## src/core/mac_pkg.sv

```systemverilog
package mac_pkg;
  localparam int MAC_OP_W = 12;
  localparam int MAC_PROD_W = 24;
  localparam int MAC_ACC_W = 27;
  localparam int MAC_LOW_W = 12;
  localparam int MAC_MID_W = 12;
  localparam int MAC_EXT_W = 3;
  localparam int MAC_LOW_LSB = 0;
  localparam int MAC_MID_LSB = 12;
  localparam int MAC_EXT_LSB = 24;
  localparam int MAC_RND_BIT = 11;
  localparam logic [26:0] MAC_ACC_RST = 27'h0000000;
  localparam logic [11:0] MAC_OP_RST = 12'h000;
  typedef enum logic [1:0] {
    MAC_OP_LOAD = 2'b00,
    MAC_OP_ADD = 2'b01,
    MAC_OP_SUB = 2'b10
  } mac_op_t;
endpackage : mac_pkg

```

## src/core/mac_top.sv

```systemverilog
// Notes on behaviour
// RULE_01: multiply two 12-bit operands into a full 24-bit product.
// RULE_02: 27-bit accumulator; product sign- or zero-extended by operand mode.
// RULE_03: A register loads on A clock rise, B register on B clock rise.
// RULE_04: round, signed, sum, difference captured on rise of A-or-B clock.
// RULE_05: signed control high means two's complement, low means unsigned.
// RULE_06: rounding adds one at bit 11 of the product.
// RULE_07: accumulator updates only on rising edge of result clock.
// RULE_08: sum high, difference low: accumulator becomes product plus old sum.
// RULE_09: both high: accumulator becomes product minus old sum.
// RULE_10: sum low: product loaded directly, difference ignored.
// RULE_11: three sections: 12-bit low, 12-bit middle, 3-bit extension.
// RULE_12: each section has its own active-low output enable.
// RULE_13: no preload: enabled sections drive pins, others float.
// RULE_14: preload: all pins float; only disabled sections take pin data.
// RULE_15: preload data captured from pins on result clock rise.
// RULE_16: host holds preload and section enable high, drives pins across edge.
// RULE_17: preload uses the same bidirectional result pins.
// RULE_18: accumulator order is extension, middle, low from top down.
// RULE_19: preloaded sections take pin data instead of arithmetic result.
`timescale 1ns/10ps
`default_nettype none
module mac_top
  import mac_pkg::*;
(
  input wire logic clk,
  input wire logic rst_n,
  input wire logic clk_a_pin,
  input wire logic clk_b_pin,
  input wire logic clk_r_pin,
  input wire logic [11:0] a_pin,
  input wire logic [11:0] b_pin,
  input wire logic round_enable,
  input wire logic signed_operands,
  input wire logic sum_enable,
  input wire logic sub_enable,
  input wire logic load_from_pins,
  input wire logic ext_drive_disable,
  input wire logic mid_drive_disable,
  input wire logic low_drive_disable,
  input wire logic [11:0] result_low_part_i,
  input wire logic [11:0] result_mid_part_i,
  input wire logic [2:0] result_ext_part_i,
  output logic [11:0] result_low_part_o,
  output logic [11:0] result_mid_part_o,
  output logic [2:0] result_ext_part_o,
  output logic result_low_part_oe,
  output logic result_mid_part_oe,
  output logic result_ext_part_oe
);
  // ----------------------------------------------------------------
  // input synchronisers
  // ----------------------------------------------------------------
  localparam int SYW = 3 + 12 + 12 + 4 + 4 + 27;
  logic [SYW-1:0] raw_in;
  logic [SYW-1:0] syn_in;
  assign raw_in = {clk_a_pin, clk_b_pin, clk_r_pin, a_pin, b_pin,
                   round_enable, signed_operands, sum_enable, sub_enable,
                   load_from_pins, ext_drive_disable, mid_drive_disable,
                   low_drive_disable, result_ext_part_i, result_mid_part_i,
                   result_low_part_i};
  mac_sync2 #(.W(SYW)) u_sync (
    .clk(clk),
    .rst_n(rst_n),
    .d(raw_in),
    .q(syn_in)
  );
  logic ca_s, cb_s, cr_s;
  logic [11:0] a_s, b_s;
  logic rnd_s, sgn_s, sum_s, sub_s;
  logic pre_s, xdis_s, mdis_s, ldis_s;
  logic [26:0] pins_s;
  assign {ca_s, cb_s, cr_s, a_s, b_s, rnd_s, sgn_s, sum_s, sub_s,
          pre_s, xdis_s, mdis_s, ldis_s, pins_s} = syn_in;

  // ----------------------------------------------------------------
  // clock edge detection
  // ----------------------------------------------------------------
  logic ca_q, cb_q, cr_q;
  always_ff @(posedge clk) begin
    if (!rst_n) begin
      ca_q <= 1'b0;
      cb_q <= 1'b0;
      cr_q <= 1'b0;
    end else begin
      ca_q <= ca_s;
      cb_q <= cb_s;
      cr_q <= cr_s;
    end
  end
  logic a_rise, b_rise, ab_rise, r_rise;
  assign a_rise = ca_s & ~ca_q;
  assign b_rise = cb_s & ~cb_q;
  // or of both clocks rises only when it was low before
  assign ab_rise = (ca_s | cb_s) & ~(ca_q | cb_q);
  assign r_rise = cr_s & ~cr_q;

  // ----------------------------------------------------------------
  // operand and control registers
  // ----------------------------------------------------------------
  logic [11:0] a_q, b_q;
  logic rnd_q, sgn_q, sum_q, sub_q;
  always_ff @(posedge clk) begin
    if (!rst_n) begin
      a_q <= MAC_OP_RST;
    end else if (a_rise) begin
      a_q <= a_s; // RULE_03
    end
  end
  always_ff @(posedge clk) begin
    if (!rst_n) begin
      b_q <= MAC_OP_RST;
    end else if (b_rise) begin
      b_q <= b_s; // RULE_03
    end
  end
  always_ff @(posedge clk) begin
    if (!rst_n) begin
      rnd_q <= 1'b0;
      sgn_q <= 1'b0;
      sum_q <= 1'b0;
      sub_q <= 1'b0;
    end else if (ab_rise) begin
      rnd_q <= rnd_s; // RULE_04
      sgn_q <= sgn_s;
      sum_q <= sum_s;
      sub_q <= sub_s;
    end
  end

  // ----------------------------------------------------------------
  // multiplier
  // ----------------------------------------------------------------
  logic signed [12:0] a_ext, b_ext;
  logic signed [25:0] prod_full;
  logic [23:0] prod;
  logic [23:0] prod_rnd;
  logic [26:0] prod_x;
  // RULE_05
  assign a_ext = {sgn_q & a_q[11], a_q};
  assign b_ext = {sgn_q & b_q[11], b_q};
  assign prod_full = a_ext * b_ext;
  assign prod = prod_full[23:0]; // RULE_01
  // RULE_06
  localparam logic [23:0] RND_ONE = 24'h000001 << MAC_RND_BIT;
  assign prod_rnd = prod + (rnd_q ? RND_ONE : 24'h000000);
  // RULE_02
  assign prod_x = {{3{sgn_q & prod_rnd[23]}}, prod_rnd};

  // ----------------------------------------------------------------
  // accumulator
  // ----------------------------------------------------------------
  logic [26:0] acc_q;
  logic [26:0] arith;
  mac_op_t op;
  always_comb begin
    if (!sum_q) begin
      op = MAC_OP_LOAD;
    end else if (sub_q) begin
      op = MAC_OP_SUB;
    end else begin
      op = MAC_OP_ADD;
    end
  end
  always_comb begin
    case (op)
      MAC_OP_ADD: arith = prod_x + acc_q; // RULE_08
      MAC_OP_SUB: arith = prod_x - acc_q; // RULE_09
      MAC_OP_LOAD: arith = prod_x; // RULE_10
      default: arith = prod_x;
    endcase
  end
  logic [26:0] pre_mask;
  // RULE_14 RULE_19
  assign pre_mask = pre_s ? {{MAC_EXT_W{xdis_s}}, {MAC_MID_W{mdis_s}},
                             {MAC_LOW_W{ldis_s}}} : 27'h0000000;
  always_ff @(posedge clk) begin
    if (!rst_n) begin
      acc_q <= MAC_ACC_RST;
    end else if (r_rise) begin
      // RULE_07 RULE_15 RULE_17 RULE_19
      acc_q <= (pins_s & pre_mask) | (arith & ~pre_mask);
    end
  end

  // ----------------------------------------------------------------
  // section outputs
  // ----------------------------------------------------------------
  // RULE_11 RULE_18
  assign result_low_part_o = acc_q[MAC_LOW_LSB +: MAC_LOW_W];
  assign result_mid_part_o = acc_q[MAC_MID_LSB +: MAC_MID_W];
  assign result_ext_part_o = acc_q[MAC_EXT_LSB +: MAC_EXT_W];
  // RULE_12 RULE_13 RULE_14
  assign result_low_part_oe = ~pre_s & ~ldis_s;
  assign result_mid_part_oe = ~pre_s & ~mdis_s;
  assign result_ext_part_oe = ~pre_s & ~xdis_s;

  // ----------------------------------------------------------------
  // reference values for the checks
  // ----------------------------------------------------------------
  // operands widened by hand so the products stand apart from the design
  logic [23:0] ref_uns;
  logic [23:0] ref_sgn;
  assign ref_uns = {12'h000, a_q} * {12'h000, b_q};
  assign ref_sgn = {{12{a_q[11]}}, a_q} * {{12{b_q[11]}}, b_q};

  // ----------------------------------------------------------------
  // checks
  // ----------------------------------------------------------------
  a_acc_hold: assert property (@(posedge clk) disable iff (!rst_n) // RULE_07
    !r_rise |=> $stable(acc_q))
    else $error("accumulator changed without result clock");
  a_a_capture: assert property (@(posedge clk) disable iff (!rst_n) // RULE_03
    a_rise |=> a_q == $past(a_s))
    else $error("operand a not captured");
  a_ctl_capture: assert property (@(posedge clk) // RULE_04
    disable iff (!rst_n)
    ab_rise |=> sum_q == $past(sum_s) && sub_q == $past(sub_s))
    else $error("controls not captured");
  a_load_op: assert property (@(posedge clk) disable iff (!rst_n) // RULE_10
    r_rise && !pre_s && !sum_q |=> acc_q == $past(prod_x))
    else $error("load did not store product");
  a_add_op: assert property (@(posedge clk) disable iff (!rst_n) // RULE_08
    r_rise && !pre_s && sum_q && !sub_q
      |=> acc_q == 27'($past(prod_x) + $past(acc_q)))
    else $error("add result wrong");
  a_sub_op: assert property (@(posedge clk) disable iff (!rst_n) // RULE_09
    r_rise && !pre_s && sum_q && sub_q
      |=> acc_q == 27'($past(prod_x) - $past(acc_q)))
    else $error("subtract result wrong");
  a_pre_float: assert property (@(posedge clk) disable iff (!rst_n) // RULE_14
    pre_s |-> !result_low_part_oe && !result_mid_part_oe
              && !result_ext_part_oe)
    else $error("pins driven during preload");
  a_pre_low: assert property (@(posedge clk) disable iff (!rst_n) // RULE_15
    r_rise && pre_s && ldis_s |=> result_low_part_o == $past(pins_s[11:0]))
    else $error("low section preload lost");
  a_drive_low: assert property (@(posedge clk) disable iff (!rst_n) // RULE_13
    result_low_part_oe == (!pre_s && !ldis_s))
    else $error("low section drive wrong");
  a_unsigned_prod: assert property (@(posedge clk) // RULE_05
    disable iff (!rst_n)
    !sgn_q |-> prod == ref_uns)
    else $error("unsigned product wrong");
  // ----------------------------------------------------------------
  // capture checks
  // ----------------------------------------------------------------
  a_b_capture: assert property (@(posedge clk) // RULE_03
    disable iff (!rst_n)
    b_rise |=> b_q == $past(b_s))
    else $error("operand b not captured");
  a_a_hold: assert property (@(posedge clk) // RULE_03
    disable iff (!rst_n)
    !a_rise |=> $stable(a_q))
    else $error("operand a changed without its clock");
  a_b_hold: assert property (@(posedge clk) // RULE_03
    disable iff (!rst_n)
    !b_rise |=> $stable(b_q))
    else $error("operand b changed without its clock");
  a_mode_capture: assert property (@(posedge clk) // RULE_04
    disable iff (!rst_n)
    ab_rise |=> rnd_q == $past(rnd_s) && sgn_q == $past(sgn_s))
    else $error("round or signed control not captured");
  a_ctl_hold: assert property (@(posedge clk) // RULE_04
    disable iff (!rst_n)
    !ab_rise |=> $stable({rnd_q, sgn_q, sum_q, sub_q}))
    else $error("controls changed without operand clock");
  // ----------------------------------------------------------------
  // product checks
  // ----------------------------------------------------------------
  a_signed_prod: assert property (@(posedge clk) // RULE_05
    disable iff (!rst_n)
    sgn_q |-> prod == ref_sgn)
    else $error("signed product wrong");
  a_round_half: assert property (@(posedge clk) // RULE_06
    disable iff (!rst_n)
    rnd_q |-> prod_rnd[23:12] == prod[23:12] + {11'h000, prod[11]})
    else $error("rounded upper half wrong");
  a_no_round: assert property (@(posedge clk) // RULE_06
    disable iff (!rst_n)
    !rnd_q |-> prod_rnd == prod)
    else $error("product altered without rounding");
  a_sign_ext: assert property (@(posedge clk) // RULE_02
    disable iff (!rst_n)
    sgn_q |-> prod_x == {{3{prod_rnd[23]}}, prod_rnd})
    else $error("signed product not sign extended");
  a_zero_ext: assert property (@(posedge clk) // RULE_02
    disable iff (!rst_n)
    !sgn_q |-> prod_x == {3'h0, prod_rnd})
    else $error("unsigned product not zero extended");
  // ----------------------------------------------------------------
  // accumulator checks
  // ----------------------------------------------------------------
  a_load_sub_set: assert property (@(posedge clk) // RULE_10
    disable iff (!rst_n)
    r_rise && !pre_s && !sum_q && sub_q |=> acc_q == $past(prod_x))
    else $error("load affected by difference control");
  a_plain_update: assert property (@(posedge clk) // RULE_14
    disable iff (!rst_n)
    r_rise && !pre_s |=> acc_q == $past(arith))
    else $error("pin data taken without preload");
  a_pre_mid: assert property (@(posedge clk) // RULE_15
    disable iff (!rst_n)
    r_rise && pre_s && mdis_s |=> result_mid_part_o == $past(pins_s[23:12]))
    else $error("middle section preload lost");
  a_pre_ext: assert property (@(posedge clk) // RULE_15
    disable iff (!rst_n)
    r_rise && pre_s && xdis_s |=> result_ext_part_o == $past(pins_s[26:24]))
    else $error("extension section preload lost");
  a_keep_low: assert property (@(posedge clk) // RULE_19
    disable iff (!rst_n)
    r_rise && pre_s && !ldis_s |=> result_low_part_o == $past(arith[11:0]))
    else $error("unselected low section took pin data");
  a_keep_mid: assert property (@(posedge clk) // RULE_19
    disable iff (!rst_n)
    r_rise && pre_s && !mdis_s |=> result_mid_part_o == $past(arith[23:12]))
    else $error("unselected middle section took pin data");
  a_keep_ext: assert property (@(posedge clk) // RULE_19
    disable iff (!rst_n)
    r_rise && pre_s && !xdis_s |=> result_ext_part_o == $past(arith[26:24]))
    else $error("unselected extension section took pin data");
  // ----------------------------------------------------------------
  // output enable checks
  // ----------------------------------------------------------------
  a_drive_mid: assert property (@(posedge clk) // RULE_13
    disable iff (!rst_n)
    result_mid_part_oe == (!pre_s && !mdis_s))
    else $error("middle section drive wrong");
  a_drive_ext: assert property (@(posedge clk) // RULE_13
    disable iff (!rst_n)
    result_ext_part_oe == (!pre_s && !xdis_s))
    else $error("extension section drive wrong");
  a_own_enable: assert property (@(posedge clk) // RULE_12
    disable iff (!rst_n)
    !pre_s && !ldis_s && mdis_s && xdis_s |-> result_low_part_oe
      && !result_mid_part_oe && !result_ext_part_oe)
    else $error("section enables not independent");
  c_add: cover property (@(posedge clk) disable iff (!rst_n)
    r_rise && sum_q && !sub_q && !pre_s);
  c_sub: cover property (@(posedge clk) disable iff (!rst_n)
    r_rise && sum_q && sub_q && !pre_s);
  c_preload: cover property (@(posedge clk) disable iff (!rst_n)
    r_rise && pre_s && xdis_s && !ldis_s);
  c_round: cover property (@(posedge clk) disable iff (!rst_n)
    r_rise && rnd_q && sgn_q);
  c_load: cover property (@(posedge clk) disable iff (!rst_n)
    r_rise && !sum_q && !pre_s);
endmodule : mac_top
`default_nettype wire

```

## src/core/mac_sync2.sv

```systemverilog
`timescale 1ns/10ps
`default_nettype none
module mac_sync2 #(
  parameter int W = 1
) (
  input wire logic clk,
  input wire logic rst_n,
  input wire logic [W-1:0] d,
  output logic [W-1:0] q
);
  logic [W-1:0] meta_q;
  always_ff @(posedge clk) begin
    if (!rst_n) begin
      meta_q <= '0;
      q <= '0;
    end else begin
      meta_q <= d;
      q <= meta_q;
    end
  end
endmodule : mac_sync2
`default_nettype wire

```

## config.mk

```make
export PLATFORM = sky130hd
export DESIGN_NAME = mac_top
export DESIGN_NICKNAME = d
export VERILOG_FILES = /design/src/core/mac_pkg.sv /design/src/core/mac_top.sv /design/src/core/mac_sync2.sv
export SDC_FILE = /design/constraint.sdc
export NUM_CORES = 1
export LEC_CHECK = 0
export ABC_AREA = 1
export BUFFER_PORTS_ARGS = -buffer_cell sky130_fd_sc_hd__buf_2
export CAP_MARGIN = 20
export CORE_AREA = 2 2 134 188
export CTS_CLUSTER_SIZE = 28
export DETAILED_ROUTE_END_ITERATION = 6
export DIE_AREA = 0 0 136 190
export MAX_ROUTING_LAYER = met4
export PLACE_DENSITY_LB_ADDON = 0.12
export SKIP_CTS_REPAIR_TIMING = 1
export SLEW_MARGIN = 10
export SYNTH_ARGS = -nofsm -noshare
export SYNTH_HDL_FRONTEND = slang
export SYNTH_SLANG_ARGS = --single-unit
```

## constraint.sdc

```tcl
create_clock -name clk -period 7.8 [get_ports clk]
set_clock_uncertainty 0.15 [all_clocks]
set_input_delay 0.78 -clock clk [delete_from_list [all_inputs] [get_ports clk]]
set_output_delay 0.78 -clock clk [all_outputs]
set_load 0.1 [all_outputs]
```

==> impl_metrics.toml, run 1 <==
[cts]
cts.root.buffer_cell = "sky130_fd_sc_hd__clkbuf_16"
clock_sink_count = 182
cts_tree = "yes"
num_cts_buffers = 17
clk_latency_ns = 0.45
htree_levels = 4
clk_slew_on_worst_s_h_paths_ns = 0.08
clk_path_buf_depth = 2

[layout]
design_area_mm2 = 0.0159
final_util_pct = 65.2
final_nets = 2311
antenna-diode-count = 0
post_route_cells_drive_above_1_share_pct = 11.0
layout.filler_cells = 2199
area_growth_syn_to_layout_pct = 10.9
final_cells = 2334

[critical_path]
timing_worst_setup_path_type = "reg -> reg"
cp_slowest_cell = "sky130_fd_sc_hd__fa_1"
critical_path_endpoint_category = "flip-flop"
worstPathMaxFanout = 8
critical-path-top-delay-family = "adder cells"
timing.critical_path.buf_inv = 7
crit_required_ns = 8.02
critPathLaunchType = "flip-flop"
crit_arrival_ns = 7.68
max_stage_delay_ns = 0.55

[logic_synthesis]
synth_top_flop_cell = "sky130_fd_sc_hd__dfxtp_1"
post_synth_main_area_contributors = "sky130_fd_sc_hd__dfxtp_1, sky130_fd_sc_hd__fa_1, sky130_fd_sc_hd__nand2_1"
synth_commonest_cells = "sky130_fd_sc_hd__nand2_1, sky130_fd_sc_hd__inv_1, sky130_fd_sc_hd__dfxtp_1"
asyncSetResetFlopFracSynth_pct = 0
number_of_flops_mapped_to_enable_cells_by_yosys = 0
mappedNetlistArea_mm2 = 0.0143
netlist-cell-type-count = 42
post_synth_inst_count = 1929
syn_area_per_cell_um2 = 7.42
synth_most_common_cell = "sky130_fd_sc_hd__nand2_1"
ys_seq_elements = 182
syn_nets = 2234
synth_seq_area_share_pct = 25.5
synth_top_area_share_pct = 25.5
ys.warnings.count = 0
synth.largest_area_cell = "sky130_fd_sc_hd__dfxtp_1"

[pwr]
clock_power_share_pct = 35.9
total_leakage_power_nw = 9.41
switchingPower_uw = 842
power_switching_share_pct = 34.0
part_of_the_total_power_dissipated_in_combinational_logic_pct = 23.3
power.share.sequential_pct = 40.8
power-per-cell-area_mw_per_mm2 = 156
worst_ir_drop_vdd_uv = 180
intPower_mw = 1.63

[routing]
wirelength_mm = 33.7
routedWlPerCell_um = 14.4
number_of_detailed_routing_iterations_run_before_antenna_repair = 6
drc = 0
drtAntennaViolNets = 0
via_count = 11854
detailedRoute.firstIterationViolations = 660
avgViaCountPerCell = 5.08

[global_routing]
grt_antenna_before_repair = 0
track_usage_pct = 28.7
vias_in_the_first_global_route = 12253
gr-total-overflow = 0
global_route_wire_length_before_repair_mm = 57.0
maximum_number_of_pins_on_one_net_before_global_route_repair = 93

[floorplanning]
die_w_um = 136
ioPinCount = 94
core_area_mm2 = 0.0243
num_rows = 68
floorplan.initialDensity_pct = 58.8
die_h_um = 190
design.die.area_mm2 = 0.0258

[timing]
final-max-slew-violation-count = 0
finalHoldViolations = 0
worst_slew_pin_slew_ns = 0.860
post-route-period-util_pct = 95.7
max_slew_margin_pct = 42.5
grt_setup_unrepaired = "false"
finalHoldWorstSlack_ns = 0.258
report.final.setup_viol = 0
clock.fmax_ghz = 0.134
final_critical_delay_including_setup_and_external_delays_ns = 7.46

[outcome]
run_status = "complete, no violations"

[place]
placedCellCount = 2299
port-buffer-count = 93
globalplace.congestion = 0.968
dpl.hpwl_mm = 26.7
placedInstanceArea_mm2 = 0.0151

[min_path]
worst_hold_path_type = "reg -> reg"

[run]
maxCapViolations = 0
[layer usage]
metal,track usage [%],wire [µm],up-vias
met4,11.7,1220,0
met5,-,0,-
met2,51.0,17700,290
met1,32.4,13400,5571
li1,-,-,5911
met3,3.78,1330,82
[worst paths after layout]
path | to | slack, ns | cells after the start | from
setup / recovery | acc_q[25]$_SDFFE_PN0P_ | 0.34 | 32 | sgn_q$_SDFFE_PN0P_
hold / removal | u_sync.q[18]$_SDFF_PN0_ | 0.26 | 2 | u_sync.meta_q[18]$_SDFF_PN0_
setup reg to reg | acc_q[25]$_SDFFE_PN0P_ | 0.34 | 32 | sgn_q$_SDFFE_PN0P_
hold reg to reg | u_sync.q[18]$_SDFF_PN0_ | 0.26 | 2 | u_sync.meta_q[18]$_SDFF_PN0_
[through the flow]
| stage | power [mW] | setup WS (ns) | TNS [ns] |
|---|---|---|---|
| 2_1_floorplan | 1.44 | 0.793 | 0 |
| 5_1_grt | 2.60 | 0.00719 | 0 |
| 3_5_place_dp | 1.59 | -0.212 | -0.496 |
| 4_1_cts | 2.48 | -0.280 | -0.784 |
| 6_report | 2.48 | 0.337 | 0 |
| 3_3_place_gp | 1.58 | -0.261 | -0.606 |
[power groups by stage]
stage / Sequential [mW] / Combinational, mW / Clock (mW)
finish: 1.01 / 0.576 / 0.888
global route: 1.02 / 0.646 / 0.941
CTS: 1.01 / 0.564 / 0.909
detailed placement: 1.03 / 0.558 / 0
global placement: 1.03 / 0.553 / 0
floorplan: 1.05 / 0.392 / 0
[worst reg2reg max path: cells and delay by family (launching register included)]
family                   cells  cell delay (ns)
AO/OA/AOI/OAI                4             0.72
XOR/XNOR                     1             0.22
adder cells (fa/ha/maj)      8             3.48
buffers and inverters        7             0.69
AND/OR/NAND/NOR             12             1.72
flip-flops                   1             0.41
[state kept, by name, indices dropped and copies added (netlist names)]
signal         flops
acc_q             27
sum_q              1
ca_q               1
u_sync.meta_q     62
u_sync.q          62
a_q               12
b_q               12
rnd_q              1
sub_q              1
sgn_q              1
cb_q               1
cr_q               1
[layout by cell type (no fill, tap or decap), drive strengths merged, types with 2 or more instances in the layout]
cell      synthesis  final
a21o              2      2
nand3b            3      3
or2               9      9
a21oi            72     72
nor3              9      9
clkinv            2      7
xor2             32     32
nor2            147    147
inv             457    463
o211ai           22     22
o21ai            91     91
nor4              2      2
fa              154    154
nand3            51     51
clkbuf           61     17
nand4             9      9
o31ai             3      3
nand2           481    481
dfxtp           182    182
o21bai            4      4
a31oi            23     23
ha               87     87
buf               4    123
clkinvlp          0      3
xnor2            16     16
[kinds of logic (layout without fill, tap and decap cells)]
logic type | Yosys count | in the layout | synth area share, %
adder cells (fa/ha/maj) | 241 | 241 | 29.1
buffers and inverters | 524 | 614 | 13.8
XOR/XNOR | 48 | 48 | 2.94
flip-flops | 182 | 182 | 25.5
AO/OA/AOI/OAI | 221 | 221 | 8.64
AND/OR/NAND/NOR | 713 | 713 | 20.0
[cell type report]
class / instances / area [µm²] / area share [%]
multi-input combinational: 1223 / 8770 / 55.2
sequential: 182 / 3660 / 23.1
inverter: 459 / 1730 / 10.9
timing repair buffer: 123 / 693 / 4.37
clock buffer: 17 / 425 / 2.68
tap: 315 / 394 / 2.48
clock inverter: 15 / 200 / 1.26
Note: power is estimated with default switching activity, not from simulation.
==> run 2, diff against run 1 <==
--- a/config.mk
+++ b/config.mk
@@ -6,12 +6,12 @@
 export NUM_CORES = 1
 export LEC_CHECK = 0
 export ABC_AREA = 1
-export BUFFER_PORTS_ARGS = -buffer_cell sky130_fd_sc_hd__buf_2
+export BUFFER_PORTS_ARGS = -buffer_cell sky130_fd_sc_hd__buf_4
 export CAP_MARGIN = 20
-export CORE_AREA = 2 2 134 188
+export CORE_AREA = 2 2 132 185
 export CTS_CLUSTER_SIZE = 28
 export DETAILED_ROUTE_END_ITERATION = 6
-export DIE_AREA = 0 0 136 190
+export DIE_AREA = 0 0 134 187
 export MAX_ROUTING_LAYER = met4
 export PLACE_DENSITY_LB_ADDON = 0.12
 export SKIP_CTS_REPAIR_TIMING = 1
==> impl_metrics.toml, run 2 (synthesis gave the netlist of run 1 again) <==
[critical_path]
crit_required_ns = 8.01
critPathMostFrequentCell = "sky130_fd_sc_hd__fa_1"
crit_arrival_ns = 7.79
regToRegStartpoint = "sgn_q$_SDFFE_PN0P_"
timing_worst_setup_path_type = "reg -> reg"
critical_path_endpoint_category = "flip-flop"
max_stage_delay_ns = 0.52
worstPathMaxFanout = 7
critPathLaunchType = "flip-flop"
worstSetupStartpoint = "sgn_q$_SDFFE_PN0P_"
cp_slowest_cell = "sky130_fd_sc_hd__fa_1"

[layout]
final_nets = 2308
layout_common_cells = "sky130_fd_sc_hd__nand2_1, sky130_fd_sc_hd__inv_1, sky130_fd_sc_hd__dfxtp_1"
area_growth_syn_to_layout_pct = 12.0
final_common_cell = "sky130_fd_sc_hd__nand2_1"
post_route_cells_drive_above_1_share_pct = 10.6
layout.filler_cells = 2006
antenna-diode-count = 0
biggestRegsByFlops = "u_sync.meta_q (62), u_sync.q (62), acc_q (27)"
final_cells = 2326

[timing]
final_critical_delay_including_setup_and_external_delays_ns = 7.58
clock.fmax_ghz = 0.132
final-max-slew-violation-count = 0
worst_slew_pin_slew_ns = 1.07
report.final.setup_viol = 0
grt_setup_unrepaired = "false"
post-route-period-util_pct = 97.2
finalHoldViolations = 0
max_slew_margin_pct = 28.3

[routing]
avgViaCountPerCell = 5.05
wirelength_mm = 33.3
drtAntennaViolNets = 0
drc = 0
detailedRoute.firstIterationViolations = 502
number_of_detailed_routing_iterations_run_before_antenna_repair = 5
routedWlPerCell_um = 14.3
via_count = 11753

[floorplanning]
floorplan.initialDensity_pct = 60.8
die_h_um = 187
design.die.area_mm2 = 0.0251
num_rows = 67
ioPinCount = 94
core_area_mm2 = 0.0236
die_w_um = 134

[cts]
cts.root.buffer_cell = "sky130_fd_sc_hd__clkbuf_16"
cts_tree = "yes"
clk_slew_on_worst_s_h_paths_ns = 0.08
clk_path_buf_depth = 2
clock_sink_count = 182
num_cts_buffers = 17
clk_latency_ns = 0.44
htree_levels = 4

[global_routing]
track_usage_pct = 29.4
most_congested_layer_reported_by_global_routing = "met2"
gr-total-overflow = 0
vias_in_the_first_global_route = 12280
grt_antenna_before_repair = 0
grt_use_met2_pct = 53.3
use_met3_pct = 3.17
global_route_wire_length_before_repair_mm = 57.3
maximum_number_of_pins_on_one_net_before_global_route_repair = 91
globalRouteMet1Util_pct = 33.3

[outcome]
run_status = "complete, no violations"

[place]
placedCellCount = 2290
dpl.hpwl_mm = 26.7
globalplace.congestion = 0.914
port-buffer-count = 93

[pwr]
fin_total_pwr_mw = 2.49
total_leakage_power_nw = 9.48
worst_ir_drop_vdd_uv = 162
power-per-cell-area_mw_per_mm2 = 155

[min_path]
worst_hold_path_type = "reg -> reg"
holdCritStartpoint = "u_sync.meta_q[18]$_SDFF_PN0_"

[run]
maxCapViolations = 0
-- run 2: layout make-up --
class                           instances  area [µm²]  share of cell area, %
Clock buffer                           18         439                   2.74
Sequential cell                       182        3670                   22.9
Inverter                              459        1720                   10.7
Clock inverter                         14         175                   1.09
Multi-Input combinational cell       1223        8740                   54.5
Tap cell                              310         388                   2.42
Timing Repair Buffer                  120         901                   5.62
-- run 2: worst max-delay path: cells and delay by family (launching register included) --
kind | cells | cell delay, ns
adders and majority gates | 8 | 3.59
and+or+nand+nor | 9 | 1.61
AOI/OAI and AO/OA | 8 | 1.35
DFF | 1 | 0.35
buffers and inverters | 2 | 0.25
xor gates and xnor gates | 1 | 0.20
-- run 2: per-layer routing --
layer,vias up,wire (µm)
li1,5915,-
met1,5499,13500
met2,277,17800
met3,62,1020
met4,0,975
met5,-,0
-- run 2: metrics by stage --
step	utilization [%]	area [µm²]	hold WS [ns]	setup slack [ns]	TNS (ns)
after floorplan	-	14300	0.240	0.793	0
after global placement	65.0	15300	0.241	-0.200	-0.310
after detailed placement	65.0	15300	0.246	-0.223	-0.397
after CTS	67.7	15900	0.259	-0.260	-0.522
after global routing	68.1	16000	0.277	0.0130	0
final	68.1	16000	0.255	0.220	0
-- run 2: where the power goes --
group | switching (mW) | leakage [nW] | internal (mW)
Clock | 0.422 | 0.304 | 0.473
Sequential | 0.0439 | 1.51 | 0.973
Combinational | 0.372 | 7.67 | 0.208
-- run 2: path summary, 6_finish.rpt --
kind	to	slack (ns)	cells after the start
setup / recovery	acc_q[22]$_SDFFE_PN0P_	0.22	28
hold / removal	u_sync.q[18]$_SDFF_PN0_	0.25	2
setup reg to reg	acc_q[22]$_SDFFE_PN0P_	0.22	28
hold reg to reg	u_sync.q[18]$_SDFF_PN0_	0.25	2
==> run 3, diff against run 2 <==
--- a/config.mk
+++ b/config.mk
@@ -13,7 +13,7 @@
 export DETAILED_ROUTE_END_ITERATION = 6
 export DIE_AREA = 0 0 134 187
 export MAX_ROUTING_LAYER = met4
-export PLACE_DENSITY_LB_ADDON = 0.12
+export PLACE_DENSITY = 0.78
 export SKIP_CTS_REPAIR_TIMING = 1
 export SLEW_MARGIN = 10
 export SYNTH_ARGS = -nofsm -noshare
==> impl_metrics.toml, run 3 (synthesis gave the netlist of run 1 again) <==
[cts]
clk_slew_on_worst_s_h_paths_ns = 0.08
clock_sink_count = 182
cts_tree = "yes"
num_cts_buffers = 17
htree_levels = 4
clk_path_buf_depth = 2
clk_latency_ns = 0.44
cts.root.buffer_cell = "sky130_fd_sc_hd__clkbuf_16"

[layout]
post_route_cells_drive_above_1_share_pct = 10.5
area_growth_syn_to_layout_pct = 12.2
layout_common_cells = "sky130_fd_sc_hd__nand2_1, sky130_fd_sc_hd__inv_1, sky130_fd_sc_hd__dfxtp_1"
final_cells = 2322
biggestRegsByFlops = "u_sync.meta_q (62), u_sync.q (62), acc_q (27)"
design_area_mm2 = 0.0161
final_common_cell = "sky130_fd_sc_hd__nand2_1"
final_nets = 2304
antenna-diode-count = 0

[timing]
final.setup.tns_ns = 0
clock.fmax_ghz = 0.135
grt_setup_unrepaired = "false"
post-route-period-util_pct = 95.2
worst_slew_pin_slew_ns = 1.08
finalHoldWorstSlack_ns = 0.259
report.final.setup_viol = 0
finalHoldViolations = 0
final-max-slew-violation-count = 0
final_critical_delay_including_setup_and_external_delays_ns = 7.43
max_slew_margin_pct = 28.0

[min_path]
holdCritStartpoint = "u_sync.meta_q[12]$_SDFF_PN0_"
whs_endpoint = "u_sync.q[12]$_SDFF_PN0_"
worst_hold_path_type = "reg -> reg"
holdPathStages = 2

[pwr]
total_leakage_power_nw = 9.46
power-per-cell-area_mw_per_mm2 = 156
intPower_mw = 1.68
power_switching_share_pct = 32.9
part_of_the_total_power_dissipated_in_combinational_logic_pct = 23.0
clock_power_share_pct = 36.4
switchingPower_uw = 825
power.share.sequential_pct = 40.7
worst_ir_drop_vdd_uv = 249

[routing]
via_count = 12023
avgViaCountPerCell = 5.18
drtAntennaViolNets = 0
drc = 0
routedWlPerCell_um = 14.6
number_of_detailed_routing_iterations_run_before_antenna_repair = 5
detailedRoute.firstIterationViolations = 768
wirelength_mm = 33.8

[floorplanning]
die_w_um = 134
ioPinCount = 94
floorplan.initialDensity_pct = 60.8
num_rows = 67
core_area_mm2 = 0.0236
die_h_um = 187
design.die.area_mm2 = 0.0251

[global_routing]
track_usage_pct = 29.6
grt_antenna_before_repair = 0
maximum_number_of_pins_on_one_net_before_global_route_repair = 100
vias_in_the_first_global_route = 12619
global_route_wire_length_before_repair_mm = 57.5
gr-total-overflow = 0

[place]
port-buffer-count = 93
placedInstanceArea_mm2 = 0.0153
dpl.hpwl_mm = 26.8
globalplace.congestion = 0.959
placedCellCount = 2286

[critical_path]
critical_path.reg2reg.endpoint = "acc_q[25]$_SDFFE_PN0P_"
timing_worst_setup_path_type = "reg -> reg"
regToRegStartpoint = "b_q[7]$_SDFFE_PN0P_"
crit_arrival_ns = 7.64
timing.critical_path.buf_inv = 6
cp_slowest_cell = "sky130_fd_sc_hd__fa_1"
worst-r2r-cell-count = 34
max_stage_delay_ns = 0.53
crit_required_ns = 8.02
critical_path_endpoint_category = "flip-flop"
critPathLaunchType = "flip-flop"
critical-path-top-delay-family = "adder cells"
timing.reg2reg.setup_slack_ns = 0.37
worstPathMaxFanout = 8

[outcome]
run_status = "complete, no violations"

[run]
maxCapViolations = 0
run 3: cell count changes in the layout (fill, tap and decap cells not counted), moves of 2 or more:
cell                       change
sky130_fd_sc_hd__dfxtp_2       -3
sky130_fd_sc_hd__inv_6         -2
sky130_fd_sc_hd__o21ai_0       -2
sky130_fd_sc_hd__clkinv_8      +2
sky130_fd_sc_hd__clkinv_4      +2
sky130_fd_sc_hd__nor2_2        +2
sky130_fd_sc_hd__buf_4         -5
sky130_fd_sc_hd__nor2_1        -3
sky130_fd_sc_hd__dfxtp_1       +3
run 3: worst max-delay path by stage:
stage / from / to / cells after the start
2_1_floorplan: a_q[11]$_SDFFE_PN0P_ / acc_q[26]$_SDFFE_PN0P_ / 35
3_3_place_gp: sgn_q$_SDFFE_PN0P_ / acc_q[25]$_SDFFE_PN0P_ / 32
3_5_place_dp: sgn_q$_SDFFE_PN0P_ / acc_q[25]$_SDFFE_PN0P_ / 33
4_1_cts: sgn_q$_SDFFE_PN0P_ / acc_q[25]$_SDFFE_PN0P_ / 33
5_1_grt: a_q[2]$_SDFFE_PN0P_ / acc_q[25]$_SDFFE_PN0P_ / 31
6_report: b_q[7]$_SDFFE_PN0P_ / acc_q[25]$_SDFFE_PN0P_ / 34
run 3: worst min-delay path: cells and delay by family, from the launching register on:
kind / cells / cell delay [ns]
flops: 1 / 0.31
simple gates: 1 / 0.05
buf+inv: 1 / 0.04
run 3: routing by layer:
layer,track usage [%],part of all wire [%],vias to the layer above
li1,-,-,5901
met1,31.2,38,5671
met2,53.9,53,343
met3,3.55,4.0,108
met4,14.8,5.1,0
met5,-,0,-
run 3: per-stage QoR:
| stage | setup WS [ns] | power [mW] | util (%) |
|---|---|---|---|
| 2_1_floorplan | 0.793 | 1.44 | - |
| 3_3_place_gp | 0.255 | 1.59 | 64.9 |
| 3_5_place_dp | 0.135 | 1.60 | 64.9 |
| 4_1_cts | 0.0674 | 2.51 | 67.7 |
| 5_1_grt | 0.000758 | 2.63 | 68.2 |
| 6_report | 0.375 | 2.51 | 68.2 |
run 3: final cells by class:
type                       count  area [µm²]
inverter                     459        1730
timing repair buffer         116         875
multi-input combinational   1223        8770
clock inverter                14         205
clock buffer                  18         439
fill                        2008        7490
sequential                   182        3670
tap                          310         388
run 3: power by group through the flow:
stage	Clock (mW)	Combinational (mW)	Sequential, mW
2_1_floorplan	0	0.392	1.05
3_3_place_gp	0	0.552	1.04
3_5_place_dp	0	0.560	1.04
4_1_cts	0.924	0.566	1.02
5_1_grt	0.962	0.643	1.02
6_report	0.911	0.576	1.02
